<file path="src/hdl/track_cmd_pkg.sv">
// Purpose: shared constants for the track command engine and its host end
// Assumes: one 20 MHz clock, byte-level disk stream on the drive side
// Notes: register indices and command codes are shared by both ends
package track_cmd_pkg;
  localparam int unsigned CLK_HZ = 20_000_000;
  // register indices on the controller port
  localparam logic [1:0] REG_CMD_STATUS = 2'h0;
  localparam logic [1:0] REG_SECTOR = 2'h2;
  localparam logic [1:0] REG_DATA = 2'h3;
  // command codes (upper nibble)
  localparam logic [3:0] OP_READ_ADDR = 4'hC;
  localparam logic [3:0] OP_READ_TRACK = 4'hE;
  localparam logic [3:0] OP_WRITE_TRACK = 4'hF;
  localparam logic [3:0] OP_FORCE_INT = 4'hD;
  // forced interrupt condition bits
  localparam int unsigned COND_INDEX_BIT = 2;
  localparam int unsigned COND_IMMEDIATE_BIT = 3;
  // status bit positions
  localparam int unsigned ST_BUSY = 0;
  localparam int unsigned ST_REQ = 1;
  localparam int unsigned ST_LOST = 2;
  localparam int unsigned ST_CRC = 3;
  localparam int unsigned ST_RNF = 4;
  // byte time: 32 us in FM, 16 us in MFM
  localparam int unsigned BYTE_TIME_FM_NS = 32_000;
  localparam int unsigned BYTE_TIME_MFM_NS = 16_000;
  localparam int unsigned BYTE_CYC_FM = BYTE_TIME_FM_NS / 50;
  localparam int unsigned BYTE_CYC_MFM = BYTE_TIME_MFM_NS / 50;
  localparam int unsigned START_TIMEOUT_BYTES = 3;
  // forced-interrupt settle time before the next command
  localparam int unsigned FI_WAIT_FM_NS = 32_000;
  localparam int unsigned FI_WAIT_MFM_NS = 16_000;
  localparam int unsigned FI_WAIT_FM_CYC = (FI_WAIT_FM_NS * 20 + 999) / 1000;
  localparam int unsigned FI_WAIT_MFM_CYC = (FI_WAIT_MFM_NS * 20 + 999) / 1000;
  // format byte codes and clock patterns
  localparam logic [7:0] FMT_SYNC_A1 = 8'hF5;
  localparam logic [7:0] FMT_SYNC_C2 = 8'hF6;
  localparam logic [7:0] FMT_CRC = 8'hF7;
  localparam logic [7:0] FMT_MARK_LO = 8'hF8;
  localparam logic [7:0] FMT_MARK_HI = 8'hFE;
  localparam logic [7:0] FMT_MARK_D7 = 8'hFC;
  localparam logic [7:0] FMT_NOCLK_FD = 8'hFD;
  localparam logic [7:0] CLK_NORMAL = 8'hFF;
  localparam logic [7:0] CLK_MARK = 8'hC7;
  localparam logic [7:0] CLK_INDEX = 8'hD7;
  localparam logic [7:0] SYNC_A1 = 8'hA1;
  localparam logic [7:0] SYNC_C2 = 8'hC2;
  localparam logic [15:0] CRC_PRESET = 16'hFFFF;
  localparam logic [15:0] CRC_PRESET_A1X3 = 16'hCDB4;
  localparam logic [15:0] CRC_POLY = 16'h1021;
  localparam logic [2:0] ID_BYTES = 3'h6;
  localparam logic [7:0] CMD_FI_CLEAR = 8'hD0;

  // one step of the CCITT CRC over a byte
  function automatic logic [15:0] crc_step(input logic [15:0] c, input logic [7:0] d);
    logic [15:0] r;
    r = c;
    for (int i = 7; i >= 0; i--) begin
      if (r[15] ^ d[i]) begin
        r = {r[14:0], 1'b0} ^ CRC_POLY;
      end else begin
        r = {r[14:0], 1'b0};
      end
    end
    return r;
  endfunction
endpackage

</file>
<file path="src/hdl/track_cmd_if.sv">
// Purpose: register port between host end and track command engine
// Assumes: one clock, host drives strobes for one cycle
// Notes: read data valid the cycle after the read strobe
`timescale 1ns/1ns
interface track_cmd_if (
  input wire logic ref_clk_in
);
  logic [1:0] addr;
  logic [7:0] wdata;
  logic wr_stb;
  logic rd_stb;
  logic [7:0] rdata;
  logic byte_request;
  logic irq;
  modport dev (input addr, input wdata, input wr_stb, input rd_stb,
    output rdata, output byte_request, output irq);
  modport host (output addr, output wdata, output wr_stb, output rd_stb,
    input rdata, input byte_request, input irq);
endinterface

</file>
<file path="src/hdl/track_cmd_engine.sv">
// Purpose: read address, read track, write track and forced interrupt
// Assumes: drive side delivers whole bytes with byte_valid and mark flags
// Notes: encoded output is data plus clock pattern per byte cell
`timescale 1ns/1ns
module track_cmd_engine
  import track_cmd_pkg::*;
#(
  parameter int unsigned BYTE_CYC_FM_P = track_cmd_pkg::BYTE_CYC_FM,
  parameter int unsigned BYTE_CYC_MFM_P = track_cmd_pkg::BYTE_CYC_MFM
) (
  // clock and reset
  input wire logic ref_clk_in,
  input wire logic reset_n_in,
  // register port
  track_cmd_if.dev bus,
  // drive side
  input wire logic density_select_n_in,
  input wire logic index_in,
  input wire logic rd_byte_valid_in,
  input wire logic [7:0] rd_byte_in,
  input wire logic rd_mark_in,
  input wire logic id_mark_in,
  output logic wr_gate_out,
  output logic wr_byte_valid_out,
  output logic [7:0] wr_data_out,
  output logic [7:0] wr_clock_out,
  output logic [2:0] wr_missing_clk_out,
  output logic head_load_out,
  output logic [7:0] sector_out
);
  import track_cmd_pkg::*;

  initial begin
    if (BYTE_CYC_FM_P < 2 || BYTE_CYC_MFM_P < 2) $error("byte time too short");
  end

  typedef enum {S_IDLE, S_RA_WAIT, S_RA_BYTES, S_RT_WAIT, S_RT_RUN,
    S_WT_FIRST, S_WT_WAIT, S_WT_RUN} phase_t;

  typedef struct packed {
    phase_t phase;
    logic [7:0] status;
    logic [7:0] data;
    logic [7:0] sector;
    logic [7:0] rdata;
    logic req;
    logic irq;
    logic irq_hold;
    logic idx_arm;
    logic idx_prev;
    logic [15:0] crc;
    logic [2:0] cnt;
    logic crc_lo_next;
    logic [15:0] timer;
    logic [1:0] to_bytes;
    logic wr_gate;
    logic wr_valid;
    logic [7:0] wr_data;
    logic [7:0] wr_clock;
    logic [2:0] wr_miss;
  } state_t;

  state_t r, nxt;
  logic idx_rise;
  logic mfm;
  logic [15:0] byte_cyc;

  assign mfm = ~density_select_n_in;
  assign byte_cyc = mfm ? 16'(BYTE_CYC_MFM_P) : 16'(BYTE_CYC_FM_P);
  assign idx_rise = index_in & ~r.idx_prev;

  always_comb begin
    logic [7:0] b;
    logic [7:0] cmd;
    b = 8'h00;
    cmd = bus.wdata;
    nxt = r;
    nxt.idx_prev = index_in;
    nxt.wr_valid = 1'b0;
    nxt.rdata = 8'h00;
    // host register access
    if (bus.rd_stb) begin
      unique case (bus.addr)
        REG_CMD_STATUS: begin
          nxt.rdata = {r.status[7:2], r.req, r.status[0]};
          if (!r.irq_hold) nxt.irq = 1'b0;
        end
        REG_SECTOR: nxt.rdata = r.sector;
        REG_DATA: begin
          nxt.rdata = r.data;
          nxt.req = 1'b0;
        end
        default: nxt.rdata = 8'h00;
      endcase
    end
    if (bus.wr_stb && bus.addr == REG_SECTOR) nxt.sector = bus.wdata;
    if (bus.wr_stb && bus.addr == REG_DATA) begin
      nxt.data = bus.wdata;
      nxt.req = 1'b0;
    end
    // index-pulse conditional interrupt
    if (r.idx_arm && idx_rise) nxt.irq = 1'b1;
    // disk-side sequencing
    unique case (r.phase)
      S_IDLE: ;
      S_RA_WAIT: begin
        if (rd_byte_valid_in && id_mark_in) begin
          nxt.phase = S_RA_BYTES;
          nxt.cnt = 3'h0;
          nxt.crc = crc_step(CRC_PRESET_A1X3, FMT_MARK_HI);
        end
      end
      S_RA_BYTES: begin
        if (rd_byte_valid_in) begin
          if (r.req) nxt.status[ST_LOST] = 1'b1;
          nxt.data = rd_byte_in;
          nxt.req = 1'b1;
          nxt.crc = crc_step(r.crc, rd_byte_in);
          if (r.cnt == 3'h0) nxt.sector = rd_byte_in;
          nxt.cnt = r.cnt + 3'h1;
          if (r.cnt == ID_BYTES - 3'h1) begin
            if (crc_step(r.crc, rd_byte_in) != 16'h00_00) nxt.status[ST_CRC] = 1'b1;
            nxt.status[ST_BUSY] = 1'b0;
            nxt.irq = 1'b1;
            nxt.phase = S_IDLE;
          end
        end
      end
      S_RT_WAIT: if (idx_rise) nxt.phase = S_RT_RUN;
      S_RT_RUN: begin
        if (idx_rise) begin
          nxt.status[ST_BUSY] = 1'b0;
          nxt.irq = 1'b1;
          nxt.phase = S_IDLE;
        end else if (rd_byte_valid_in) begin
          // drive side realigns bytes on rd_mark_in; no crc here
          if (r.req) nxt.status[ST_LOST] = 1'b1;
          nxt.data = rd_byte_in;
          nxt.req = 1'b1;
        end
      end
      S_WT_FIRST: begin
        if (!r.req) begin
          nxt.phase = S_WT_WAIT;
        end else if (r.timer == 16'h0000) begin
          if (r.to_bytes == 2'(START_TIMEOUT_BYTES - 1)) begin
            nxt.status[ST_BUSY] = 1'b0;
            nxt.status[ST_LOST] = 1'b1;
            nxt.irq = 1'b1;
            nxt.req = 1'b0;
            nxt.phase = S_IDLE;
          end else begin
            nxt.to_bytes = r.to_bytes + 2'h1;
            nxt.timer = byte_cyc - 16'h1;
          end
        end else begin
          nxt.timer = r.timer - 16'h1;
        end
      end
      S_WT_WAIT: begin
        if (idx_rise) begin
          nxt.phase = S_WT_RUN;
          nxt.wr_gate = 1'b1;
          nxt.timer = 16'h0000;
        end
      end
      S_WT_RUN: begin
        if (idx_rise) begin
          nxt.wr_gate = 1'b0;
          // a stale request would pull the next command's first byte early
          nxt.req = 1'b0;
          nxt.status[ST_BUSY] = 1'b0;
          nxt.irq = 1'b1;
          nxt.phase = S_IDLE;
        end else if (r.timer != 16'h0000) begin
          nxt.timer = r.timer - 16'h1;
        end else begin
          nxt.timer = byte_cyc - 16'h1;
          nxt.wr_valid = 1'b1;
          nxt.wr_clock = CLK_NORMAL;
          nxt.wr_miss = 3'h0;
          if (r.crc_lo_next) begin
            nxt.wr_data = r.crc[7:0];
            nxt.crc_lo_next = 1'b0;
          end else begin
            b = r.req ? 8'h00 : r.data;
            if (r.req) nxt.status[ST_LOST] = 1'b1;
            nxt.req = 1'b1;
            nxt.wr_data = b;
            nxt.crc = crc_step(r.crc, b);
            if (b == FMT_CRC) begin
              nxt.wr_data = r.crc[15:8];
              nxt.crc_lo_next = 1'b1;
              nxt.crc = r.crc;
            end else if (mfm && b == FMT_SYNC_A1) begin
              nxt.wr_data = SYNC_A1;
              nxt.wr_miss = 3'h4;
              nxt.crc = CRC_PRESET_A1X3;
            end else if (mfm && b == FMT_SYNC_C2) begin
              nxt.wr_data = SYNC_C2;
              nxt.wr_miss = 3'h3;
            end else if (!mfm && b >= FMT_MARK_LO && b <= FMT_MARK_HI) begin
              if (b == FMT_MARK_D7) begin
                nxt.wr_clock = CLK_INDEX;
              end else if (b != FMT_NOCLK_FD) begin
                nxt.wr_clock = CLK_MARK;
              end
              nxt.crc = crc_step(CRC_PRESET, b);
            end
          end
        end
      end
      default: nxt.phase = S_IDLE;
    endcase
    // command register write
    if (bus.wr_stb && bus.addr == REG_CMD_STATUS) begin
      if (cmd[7:4] == OP_FORCE_INT) begin
        if (r.status[ST_BUSY]) begin
          nxt.status[ST_BUSY] = 1'b0;
        end else begin
          nxt.status = 8'h00;
        end
        nxt.phase = S_IDLE;
        nxt.wr_gate = 1'b0;
        nxt.idx_arm = cmd[COND_INDEX_BIT];
        if (cmd[COND_IMMEDIATE_BIT]) begin
          nxt.irq = 1'b1;
          nxt.irq_hold = 1'b1;
        end
        if (cmd == CMD_FI_CLEAR) nxt.irq_hold = 1'b0;
      end else if (cmd[7:4] == OP_READ_ADDR || cmd[7:4] == OP_READ_TRACK ||
          cmd[7:4] == OP_WRITE_TRACK) begin
        nxt.status = 8'h00;
        nxt.status[ST_BUSY] = 1'b1;
        nxt.req = 1'b0;
        nxt.crc_lo_next = 1'b0;
        if (!r.irq_hold) nxt.irq = 1'b0;
        unique case (cmd[7:4])
          OP_READ_ADDR: nxt.phase = S_RA_WAIT;
          OP_READ_TRACK: nxt.phase = S_RT_WAIT;
          default: begin
            nxt.phase = S_WT_FIRST;
            nxt.req = 1'b1;
            nxt.timer = byte_cyc - 16'h1;
            nxt.to_bytes = 2'h0;
          end
        endcase
      end
    end
    nxt.status[ST_REQ] = nxt.req;
  end

  always_ff @(posedge ref_clk_in or negedge reset_n_in) begin
    if (!reset_n_in) begin
      r <= '0;
    end else begin
      r <= nxt;
    end
  end

  assign bus.rdata = r.rdata;
  assign bus.byte_request = r.req;
  assign bus.irq = r.irq;
  assign wr_gate_out = r.wr_gate;
  assign wr_byte_valid_out = r.wr_valid;
  assign wr_data_out = r.wr_data;
  assign wr_clock_out = r.wr_clock;
  assign wr_missing_clk_out = r.wr_miss;
  assign head_load_out = (r.phase != S_IDLE);
  assign sector_out = r.sector;
endmodule

</file>
<file path="src/flat_wrapper.sv">
// flat-port wrapper written by rule: the top's interface ports become plain ports
module track_cmd_engine_flat import track_cmd_pkg::*;
#(
  parameter int unsigned BYTE_CYC_FM_P = track_cmd_pkg::BYTE_CYC_FM,
  parameter int unsigned BYTE_CYC_MFM_P = track_cmd_pkg::BYTE_CYC_MFM
)
  (ref_clk_in, reset_n_in, density_select_n_in, index_in, rd_byte_valid_in, rd_byte_in, rd_mark_in, id_mark_in, wr_gate_out, wr_byte_valid_out, wr_data_out, wr_clock_out, wr_missing_clk_out, head_load_out, sector_out, bus_addr, bus_wdata, bus_wr_stb, bus_rd_stb, bus_rdata, bus_byte_request, bus_irq);
  track_cmd_if bus_i (.ref_clk_in(ref_clk_in));
  input wire logic ref_clk_in;
  input wire logic reset_n_in;
  input wire logic density_select_n_in;
  input wire logic index_in;
  input wire logic rd_byte_valid_in;
  input wire logic [7:0] rd_byte_in;
  input wire logic rd_mark_in;
  input wire logic id_mark_in;
  output logic wr_gate_out;
  output logic wr_byte_valid_out;
  output logic [7:0] wr_data_out;
  output logic [7:0] wr_clock_out;
  output logic [2:0] wr_missing_clk_out;
  output logic head_load_out;
  output logic [7:0] sector_out;
  input wire logic [$bits(bus_i.addr)-1:0] bus_addr;
  input wire logic [$bits(bus_i.wdata)-1:0] bus_wdata;
  input wire logic [$bits(bus_i.wr_stb)-1:0] bus_wr_stb;
  input wire logic [$bits(bus_i.rd_stb)-1:0] bus_rd_stb;
  output wire logic [$bits(bus_i.rdata)-1:0] bus_rdata;
  output wire logic [$bits(bus_i.byte_request)-1:0] bus_byte_request;
  output wire logic [$bits(bus_i.irq)-1:0] bus_irq;
  assign bus_i.addr = bus_addr;
  assign bus_i.wdata = bus_wdata;
  assign bus_i.wr_stb = bus_wr_stb;
  assign bus_i.rd_stb = bus_rd_stb;
  assign bus_rdata = bus_i.rdata;
  assign bus_byte_request = bus_i.byte_request;
  assign bus_irq = bus_i.irq;
  track_cmd_engine #(.BYTE_CYC_FM_P(BYTE_CYC_FM_P), .BYTE_CYC_MFM_P(BYTE_CYC_MFM_P)) u_core (.ref_clk_in(ref_clk_in), .reset_n_in(reset_n_in), .bus(bus_i), .density_select_n_in(density_select_n_in), .index_in(index_in), .rd_byte_valid_in(rd_byte_valid_in), .rd_byte_in(rd_byte_in), .rd_mark_in(rd_mark_in), .id_mark_in(id_mark_in), .wr_gate_out(wr_gate_out), .wr_byte_valid_out(wr_byte_valid_out), .wr_data_out(wr_data_out), .wr_clock_out(wr_clock_out), .wr_missing_clk_out(wr_missing_clk_out), .head_load_out(head_load_out), .sector_out(sector_out));
endmodule
</file>
<file path="config.mk">
export PLATFORM = sky130hd
export DESIGN_NAME = track_cmd_engine_flat
export DESIGN_NICKNAME = d
export VERILOG_FILES = /design/src/hdl/track_cmd_pkg.sv /design/src/hdl/track_cmd_if.sv /design/src/hdl/track_cmd_engine.sv /design/src/flat_wrapper.sv
export SDC_FILE = /design/constraint.sdc
export NUM_CORES = 1
export LEC_CHECK = 0
export BUFFER_PORTS_ARGS = -buffer_cell sky130_fd_sc_hd__clkbuf_2
export CAP_MARGIN = 25
export CORE_MARGIN = 3
export CORE_UTILIZATION = 50
export CTS_CLUSTER_SIZE = 28
export DETAILED_ROUTE_END_ITERATION = 7
export PLACE_DENSITY = 0.69
export SLEW_MARGIN = 15
export SYNTH_ARGS = -nofsm -noshare
export SYNTH_HDL_FRONTEND = slang
export SYNTH_SLANG_ARGS = --single-unit
export TNS_END_PERCENT = 100
</file>
<file path="constraint.sdc">
create_clock -name ref_clk_in -period 5.94 [get_ports ref_clk_in]
set_input_delay 0.297 -clock ref_clk_in [delete_from_list [all_inputs] [get_ports ref_clk_in]]
set_output_delay 0.297 -clock ref_clk_in [all_outputs]
set_load 0.1 [all_outputs]
</file>
==> results.py, run 1 <==
metrics = {
    "status": {
        "status": "complete, but fails checks",
        "violations": "negative hold slack",
    },
    "clocking": {
        "tritoncts": "done",
        "clockBufferDepth": 2,
        "ctsHoldBuffers": 0,
        "clock_sinks": 117,
        "cts_buffers": 17,
        "root_buffer": "clkbuf_16",
        "path_clk_slew_ns": 0.06,
        "cts.htree.levels": 4,
        "clock_latency_ns": 0.42,
        "cts-resized-gates": 0,
        "post-cts-setup-buffers": 0,
    },
    "worst_setup_path": {
        "startpoint": "u_core.r[89]",
        "timing.rr.end": "u_core.r[32]",
        "path_class": "flop to flop",
        "crit_arrival_ns": 3.39,
        "crit_fanout": 25,
        "critPathLaunchType": "flop",
        "critPathCapture": "u_core.r[32]",
        "end_kind": "flop",
        "r2r_slack_ns": 2.84,
        "r2r_start": "u_core.r[89]",
        "r2r_cells": 5,
        "required_ns": 6.23,
    },
    "final_layout": {
        "fill_cells": 1253,
        "regArea_um2": 2928,
        "layout.nets": 860,
        "antennaDiodeCount": 0,
        "area_growth_pct": 11.80,
        "multi_input_area_um2": 3877,
        "final_layout_size_suffix_gt1_share_pct": 15.85,
        "final_core_util_pct": 57.78,
    },
    "synthesis": {
        "synth-main-ff-cell": "dfrtp_1",
        "synth.top_cell.area_share_pct": 40.50,
        "syn-cell-area_um2": 7229,
        "avgSynthCellArea_um2": 9.198,
        "synth.most_common_cell": "dfrtp_1",
        "synth_edf_count": 0,
        "ys_warn_count": 0,
        "seq_area_frac_synth_pct": 40.50,
        "syn_inst": 786,
        "postSynth.asyncResetShare_pct": 100.0,
        "ys_seq_elements": 117,
        "synth_common_cells": "dfrtp_1 (117), nand2_1 (77), nor2_1 (62)",
        "yosysTopAreaCell": "dfrtp_1",
        "synth_area_leaders": "dfrtp_1 (40%), o21ai_0 (4.1%), nand2_1 (4.0%)",
        "synth_cell_types": 79,
    },
    "drt": {
        "first_pass_iters": 5,
        "drt_iter0_drc": 779,
        "wl_per_cell_um": 18.92,
        "num_vias": 6148,
        "wl_um": 19280,
        "viasPerCell": 6.033,
        "postRouteAntennaNets": 0,
        "drc_errors": 0,
    },
    "power": {
        "p_int_mw": 1.663,
        "ir_drop_mv": 0.1752,
        "p_leak_nw": 3.592,
        "power_density_nw_per_um2": 297.0,
        "power_frac_comb_pct": 18.2,
        "seqPwrFrac_pct": 37.9,
        "p_sw_share_pct": 30.71,
        "switchingPower_uw": 737.2,
        "clockPowerShare_pct": 43.9,
    },
    "place": {
        "dpl.hpwl_um": 13850,
        "portBuffers": 65,
        "place_congestion": 0.9431,
    },
    "sta": {
        "period_needed_ns": 3.101,
        "final_hold_viol_count": 4,
        "whs_ns": -0.006915,
        "finalMaxSlewViolations": 0,
        "fin_crit_sh_pct": 52.20,
        "skew_ns": 0.005166,
        "max_freq_mhz": 322.5,
        "finalSetupViolCount": 0,
        "worstMarginPinSlew_ns": 0.9676,
        "slew_headroom_pct": 35.50,
        "rsz0062_at_grt": "false",
        "setup_tns_ns": 0,
    },
    "flow_run": {
        "maxCapViolations": 0,
    },
    "floorplanning": {
        "core-area_um2": 13990,
        "ios": 67,
        "die-area_um2": 15940,
        "die_w_um": 126.2,
        "die_h_um": 126.2,
        "initial_core_util_pct": 51.68,
        "core.rowCount": 43,
    },
    "global_route": {
        "use_met2_pct": 41.38,
        "grt_pass1_wl_um": 31370,
        "globalRouteMet1Util_pct": 31.68,
        "grt_pass1_vias": 5935,
        "antenna_found_initial": 0,
        "grt_max_degree": 70,
        "grt_overflow": 0,
        "top_usage_layer": "met2",
        "grt_usage_pct": 24.64,
        "met3_usage_pct": 4.707,
    },
    "hold_path": {
        "hp-class": "input pin to asynchronous set/reset pin",
    },
}
==> routing by layer <==
| layer | part of all wire (%) | routed length, um |
|---|---|---|
| met1 | 42 | 8066 |
| met2 | 49 | 9507 |
| met3 | 6.1 | 1172 |
| met4 | 2.7 | 529 |
| met5 | 0 | 0 |
==> kinds of logic after synthesis <==
kind of cell	Yosys count	synth area share, %
mux	27	3.738
compound gates	190	17.22
simple gates	295	22.69
xor+xnor	51	7.131
flops	117	40.50
buf+inv	97	7.321
other cells	1	0.05187
fa+ha+maj	8	1.350
==> critical path: stages, from the launching register on <==
cell      delay, ns
dfrtp_1        0.95
clkinv_1       0.55
a21oi_1        0.57
o211ai_2       0.24
o211a_1        0.29
or3_1          0.37
==> per-stage QoR <==
| stage | power (mW) | cell area [um2] | setup WS (ns) | std cells |
|---|---|---|---|---|
| 2_1_floorplan | 1.266 | 7335 | 3.322 | 814 |
| 3_3_place_gp | 1.341 | 7460 | 2.929 | 986 |
| 3_5_place_dp | 1.354 | 7460 | 2.836 | 986 |
| 4_1_cts | 2.412 | 8071 | 2.821 | 1018 |
| 5_1_grt | 2.499 | 8083 | 2.677 | 1019 |
| 6_report | 2.401 | 8083 | 2.839 | 1019 |
==> placed cells by master (no fill, tap or decap), types with 6 or more instances in the layout <==
cell / Yosys / layout
dfrtp_1: 117 / 117
nand2_1: 77 / 77
clkbuf_2: 0 / 64
nor2_1: 62 / 62
o21ai_0: 59 / 59
a21oi_1: 44 / 44
xnor2_1: 33 / 33
conb_1: 1 / 29
mux2i_1: 27 / 27
nor3_1: 22 / 22
inv_1: 20 / 20
nand3_1: 20 / 20
clkbuf_16: 0 / 17
nand2b_1: 16 / 16
nand4_1: 13 / 13
xor2_1: 13 / 13
a22oi_1: 10 / 10
a31oi_1: 9 / 9
and2_1: 8 / 8
nor4_2: 8 / 8
nor4_1: 8 / 8
and3_1: 8 / 8
nor2b_1: 8 / 8
a211oi_1: 7 / 7
a21oi_2: 7 / 7
ha_1: 7 / 7
nand3b_1: 6 / 6
or3_1: 6 / 6
==> state kept, by name (all words and copies together), names as in the netlist <==
register	count
u_core.bus.irq	1
u_core.bus.rdata	8
u_core.r	85
u_core.sector_out	8
u_core.wr_byte_valid_out	1
u_core.wr_clock_out	3
u_core.wr_data_out	8
u_core.wr_gate_out	1
u_core.wr_missing_clk_out	2
==> worst min-delay path by stage <==
stage          startpoint                   to  cells past startpoint
2_1_floorplan  reset_n_in       u_core.bus.irq                      0
5_1_grt          index_in         u_core.r[59]                      1
3_3_place_gp     index_in         u_core.r[59]                      1
3_5_place_dp     index_in         u_core.r[59]                      1
4_1_cts          index_in         u_core.r[59]                      1
6_report       reset_n_in  u_core.bus.rdata[1]                      1
==> layout make-up <==
cell class                      count  area share (%)
Multi-Input combinational cell    600           47.97
Inverter                           21          0.9752
Sequential cell                   117           36.22
Clock buffer                       21           5.697
Clock inverter                     11           1.873
Timing Repair Buffer               69           4.474
Tap cell                          180           2.786
==> power by group through the flow <==
| stage | clock network [mW] | logic [mW] | registers (mW) |
|---|---|---|---|
| after floorplan | 0 | 0.351 | 0.914 |
| after global placement | 0 | 0.425 | 0.916 |
| after detailed placement | 0 | 0.434 | 0.920 |
| after CTS | 1.07 | 0.436 | 0.907 |
| after global routing | 1.11 | 0.470 | 0.915 |
| final | 1.05 | 0.437 | 0.910 |
Note: power is estimated with default switching activity, not from simulation.
==> run 2: changes to the inputs <==
clock period = 3.14 ns   (was 5.94 ns; I/O delays follow)
==> run 2 against run 1 <==
Against the previous run: the flow now finishes without violations; fmax grew 12%; clock-buffer cell count is the same; register-to-register slack lost 2.5 ns; combinational power grew 92%; non-clock buffer count grew 16.
==> results.py, run 2 (synthesized netlist as in run 1, its figures left out) <==
metrics = {
    "drt": {
        "num_vias": 6211,
        "first_pass_iters": 6,
        "drc_errors": 0,
        "postRouteAntennaNets": 0,
        "wl_um": 19200,
        "wl_per_cell_um": 18.57,
        "viasPerCell": 6.007,
        "drt_iter0_drc": 547,
    },
    "sta": {
        "setup_tns_ns": 0,
        "fin_ws_ns": 0.3623,
        "fin_crit_sh_pct": 88.46,
        "max_freq_mhz": 360.0,
        "slew_headroom_pct": 50.09,
        "finalMaxSlewViolations": 0,
        "rsz0062_at_grt": "false",
        "skew_ns": 0.01193,
        "worstMarginPinSlew_ns": 0.7486,
        "final_hold_viol_count": 0,
        "finalSetupViolCount": 0,
        "whs_ns": 0.01046,
        "period_needed_ns": 2.778,
    },
    "clocking": {
        "clockBufferDepth": 2,
        "clock_sinks": 117,
        "cts-resized-gates": 0,
        "tritoncts": "done",
        "path_clk_slew_ns": 0.06,
        "post-cts-setup-buffers": 0,
        "clock_latency_ns": 0.43,
        "cts_buffers": 17,
        "root_buffer": "clkbuf_16",
        "cts.htree.levels": 4,
    },
    "worst_setup_path": {
        "r2r_start": "u_core.r[23]",
        "r2r_slack_ns": 0.36,
        "timing.rr.end": "u_core.r[51]",
        "required_ns": 3.47,
        "critPathLaunchType": "flop",
        "crit_fanout": 26,
        "end_kind": "flop",
        "r2r_cells": 8,
        "crit_arrival_ns": 3.11,
        "path_class": "flop to flop",
    },
    "place": {
        "dp_slack_ns": 0.4118,
        "placed_cell_area_um2": 7565,
        "dpl.hpwl_um": 13980,
        "portBuffers": 65,
        "place_congestion": 0.9752,
        "place_inst": 1000,
    },
    "floorplanning": {
        "die_h_um": 126.2,
        "core-area_um2": 13990,
        "die_w_um": 126.2,
        "core.rowCount": 43,
        "initial_core_util_pct": 51.68,
        "ios": 67,
        "die-area_um2": 15940,
    },
    "final_layout": {
        "fill_cells": 1249,
        "post-route-cell-area_um2": 8153,
        "final_layout_size_suffix_gt1_share_pct": 16.86,
        "largest_reg_flops": 85,
        "top_register": "u_core.r",
        "final_common_cell": "dfrtp_1",
        "regArea_um2": 2928,
        "multi_input_area_um2": 3877,
        "layout.nets": 876,
        "layout_common_cells": "dfrtp_1 (117), nand2_1 (77), clkbuf_2 (64), nor2_1 (62), o21ai_0 (59)",
        "stdcell_count": 1034,
        "area_growth_pct": 12.77,
        "final_core_util_pct": 58.28,
        "antennaDiodeCount": 0,
    },
    "hold_path": {
        "holdPathEnd": "u_core.r[82]",
        "hp-class": "input pin to flop",
        "min_delay_path_depth": 3,
        "holdCritStartpoint": "rd_byte_in[2]",
    },
    "power": {
        "p_sw_share_pct": 31.10,
        "switchingPower_mw": 1.372,
        "power_frac_comb_pct": 19.1,
        "power_density_nw_per_um2": 541.3,
        "p_total_mw": 4.413,
        "ir_drop_mv": 0.3585,
        "p_leak_nw": 3.648,
        "seqPwrFrac_pct": 38.9,
        "p_int_mw": 3.041,
        "clockPowerShare_pct": 42.1,
    },
    "status": {
        "status": "finished, final reports clean",
    },
    "global_route": {
        "grt_overflow": 0,
        "grt_pass1_wl_um": 31580,
        "grt_pass1_vias": 6170,
        "antenna_found_initial": 0,
        "grt_usage_pct": 24.81,
        "grt_max_degree": 48,
    },
    "flow_run": {
        "maxCapViolations": 0,
    },
}
run 2: cell count changes in the layout (fill, tap and decap cells not counted):
cell,change
clkinvlp_4,-1
buf_4,+14
clkbuf_8,-1
clkinv_4,-3
buf_6,-1
clkbuf_1,+1
bufinv_16,-1
dlygate4sd3_1,+3
clkinv_2,+4
run 2: routing by layer:
layer  GRT usage (%)  routed length (um)  vias to the layer above
li1                -                   -                     2889
met1           30.74                7890                     3023
met2           41.44                9438                      247
met3           5.131                1137                       52
met5               0                   0                        -
met4           11.86                 736                        0
run 2: final cells by class:
class,count,share of cell area (%)
multi-input combinational,600,47.56
sequential,117,35.91
timing repair buffer,85,5.955
clock buffer,21,5.525
tap,180,2.762
clock inverter,10,1.320
inverter,21,0.9669
run 2: worst max-delay path by stage:
stage | from | endpoint | slack [ns] | depth (start not counted)
3_5_place_dp | u_core.r[23] | u_core.r[51] | 0.41 | 8
5_1_grt | u_core.r[23] | u_core.r[51] | 0.17 | 8
6_report | u_core.r[23] | u_core.r[51] | 0.36 | 8
2_1_floorplan | u_core.r[89] | u_core.r[32] | 0.52 | 5
3_3_place_gp | u_core.r[23] | u_core.r[50] | 0.53 | 7
4_1_cts | u_core.r[23] | u_core.r[50] | 0.38 | 8
run 2: repair_timing:
item                                    4_1_cts  5_1_grt
endpoints found under the setup margin        0        0
endpoints found under the hold margin        47        0
hold buffers                                  3        0
run 2: worst max-delay path, cell delays in order, from the launching register on:
cell and delay [ns]:
dfrtp_1 0.43, inv_1 0.15, ha_1 0.18, nor4b_4 0.33
nand4_4 0.27, nor4_2 0.39, o221a_2 0.67, nor2_1 0.10
a31oi_1 0.16
run 2: power by group through the flow:
stage	registers [mW]	logic, mW	clock network (mW)
finish	1.72	0.841	1.86
global route	1.72	0.908	1.96
detailed placement	1.74	0.831	0
global placement	1.73	0.820	0
floorplan	1.73	0.665	0
CTS	1.71	0.839	1.89
==> run 3: changes to the inputs <==
CELL_PAD_IN_SITES_DETAIL_PLACEMENT = 0   (was default)
CELL_PAD_IN_SITES_GLOBAL_PLACEMENT = 1   (was default)
CORE_UTILIZATION = 46   (was 50)
PLACE_DENSITY = default   (was 0.69)
PLACE_DENSITY_LB_ADDON = 0.1   (was default)
==> run 3 against run 2 <==
Against the previous run: sequential power hardly changed; setup slack improved by 0.066 ns; final area grew 2.2%; combinational power rose by 2.6%; clock power increased by 15%; critical endpoint is now u_core.r[50].
==> results.py, run 3 (synthesized netlist as in run 1, its figures left out) <==
metrics = {
    "sta": {
        "rsz0062_at_grt": "false",
        "skew_ns": 0.006509,
        "final_hold_viol_count": 0,
        "slew_headroom_pct": 55.28,
        "period_needed_ns": 2.712,
        "finalMaxSlewViolations": 0,
        "worstMarginPinSlew_ns": 0.6647,
        "finalSetupViolCount": 0,
        "fin_crit_sh_pct": 86.37,
        "setup_tns_ns": 0,
        "max_freq_mhz": 368.7,
    },
    "clocking": {
        "root_buffer": "clkbuf_16",
        "clock_latency_ns": 0.41,
        "path_clk_slew_ns": 0.05,
        "clockBufferDepth": 2,
        "clock_sinks": 117,
        "cts.htree.levels": 4,
        "tritoncts": "done",
        "cts_buffers": 17,
    },
    "place": {
        "dpl.hpwl_um": 14590,
        "place_inst": 1037,
        "place_congestion": 0.9053,
        "portBuffers": 65,
    },
    "worst_setup_path": {
        "slowest_stage": "o221a_2",
        "required_ns": 3.47,
        "end_kind": "flop",
        "crit_chain": "inv_1 > ha_1 > nor4b_4 > nand4_4 > nor4_2 > o221a_2 > nor2_1 > a31oi_1",
        "path_class": "flop to flop",
        "cpPeakStageDelay_ns": 0.67,
        "crit_arrival_ns": 3.04,
        "critPathLaunchType": "flop",
        "crit_fanout": 26,
    },
    "drt": {
        "wl_um": 19620,
        "postRouteAntennaNets": 0,
        "viasPerCell": 5.621,
        "drc_errors": 0,
        "first_pass_iters": 5,
        "wl_per_cell_um": 18.32,
        "num_vias": 6020,
        "drt_iter0_drc": 446,
    },
    "final_layout": {
        "layout_common_cells": "dfrtp_1 (117), nand2_1 (77), clkbuf_2 (64), nor2_1 (62), o21ai_0 (59)",
        "area_growth_pct": 15.25,
        "final_common_cell": "dfrtp_1",
        "top_register": "u_core.r",
        "stdcell_count": 1071,
        "final_layout_size_suffix_gt1_share_pct": 17.56,
        "antennaDiodeCount": 0,
        "fill_cells": 1442,
        "largest_reg_flops": 85,
        "layout.nets": 881,
    },
    "floorplanning": {
        "initial_core_util_pct": 47.21,
        "die_h_um": 131.4,
        "die-area_um2": 17260,
        "ios": 67,
        "die_w_um": 131.4,
        "core.rowCount": 45,
        "core-area_um2": 15310,
    },
    "power": {
        "power_density_nw_per_um2": 564.3,
        "p_leak_nw": 3.727,
        "ir_drop_mv": 0.3680,
    },
    "flow_run": {
        "maxCapViolations": 0,
    },
    "global_route": {
        "globalRouteMet1Util_pct": 29.37,
        "antenna_found_initial": 0,
        "grt_pass1_vias": 5942,
        "met3_usage_pct": 3.752,
        "grt_pass1_wl_um": 31730,
        "use_met2_pct": 39.08,
        "grt_max_degree": 50,
        "grt_usage_pct": 22.98,
        "grt_overflow": 0,
        "top_usage_layer": "met2",
    },
    "hold_path": {
        "hp-class": "input pin to flop",
    },
    "status": {
        "status": "finished, final reports clean",
    },
}
-- run 3: stage by stage --
step / utilization [%] / total power [mW] / instance area (um2) / setup slack (ns) / hold WS [ns]
2_1_floorplan: - / 2.394 / 7335 / 0.5216 / -0.1386
3_3_place_gp: 50.02 / 2.570 / 7661 / 0.5172 / 0.1914
3_5_place_dp: 50.02 / 2.587 / 7661 / 0.4191 / 0.2062
4_1_cts: 54.40 / 4.736 / 8332 / 0.4275 / 0.008285
5_1_grt: 54.40 / 4.893 / 8332 / 0.1547 / 0.02959
6_report: 54.40 / 4.702 / 8332 / 0.4279 / 0.02516
-- run 3: critical path: cells and delay by family (launching register included) --
kind                       cells  cell delay, ns
DFF                            1            0.43
and+or+nand+nor                4            1.07
AOI/OAI and AO/OA              2            0.82
adders and majority gates      1            0.18
buffers and inverters          1            0.13
-- run 3: metal layers --
metal | wire length [um] | share of wire, % | up-vias
li1 | - | - | 2899
met5 | 0 | 0 | -
met1 | 8507 | 43 | 2906
met3 | 849 | 4.3 | 29
met4 | 432 | 2.2 | 0
met2 | 9828 | 50 | 186
-- run 3: final timing paths --
| kind | start | endpoint | slack [ns] | depth (start not counted) |
|---|---|---|---|---|
| min in group asynchronous | reset_n_in | u_core.bus.rdata[7] | 0.31 | 2 |
| setup reg to reg | u_core.r[23] | u_core.r[50] | 0.43 | 8 |
| max in group asynchronous | reset_n_in | u_core.r[109] | 2.07 | 3 |
| setup / recovery | u_core.r[23] | u_core.r[50] | 0.43 | 8 |
| hold reg to reg | u_core.wr_data_out[0] | u_core.wr_data_out[0] | 0.48 | 2 |
| hold / removal | bus_wdata[2] | u_core.r[60] | 0.03 | 3 |
-- run 3: cell type report --
class	instances	area [um2]	area share, %
multi-input cells	600	3877	46.54
inverters	21	78.83	0.9461
clock buffers	23	478.0	5.737
flip-flops and latches	117	2928	35.14
well taps	211	264.0	3.169
clock inverters	9	172.7	2.072
repair buffers	90	533.0	6.397
-- run 3: where the power goes --
group	internal [mW]	leakage (nW)	switching, mW	total (mW)
registers	1.60	1.48	0.0998	1.70
logic	0.273	1.93	0.590	0.863
clock network	1.47	0.317	0.668	2.13
-- run 3: repair_timing --
| item | 4_1_cts | 5_1_grt |
|---|---|---|
| setup buffers | 0 | 0 |
| endpoints found under the hold margin | 43 | 0 |
| hold buffers | 2 | 0 |
| setup endpoints to repair | 0 | 0 |
| resized for setup | 0 | 0 |
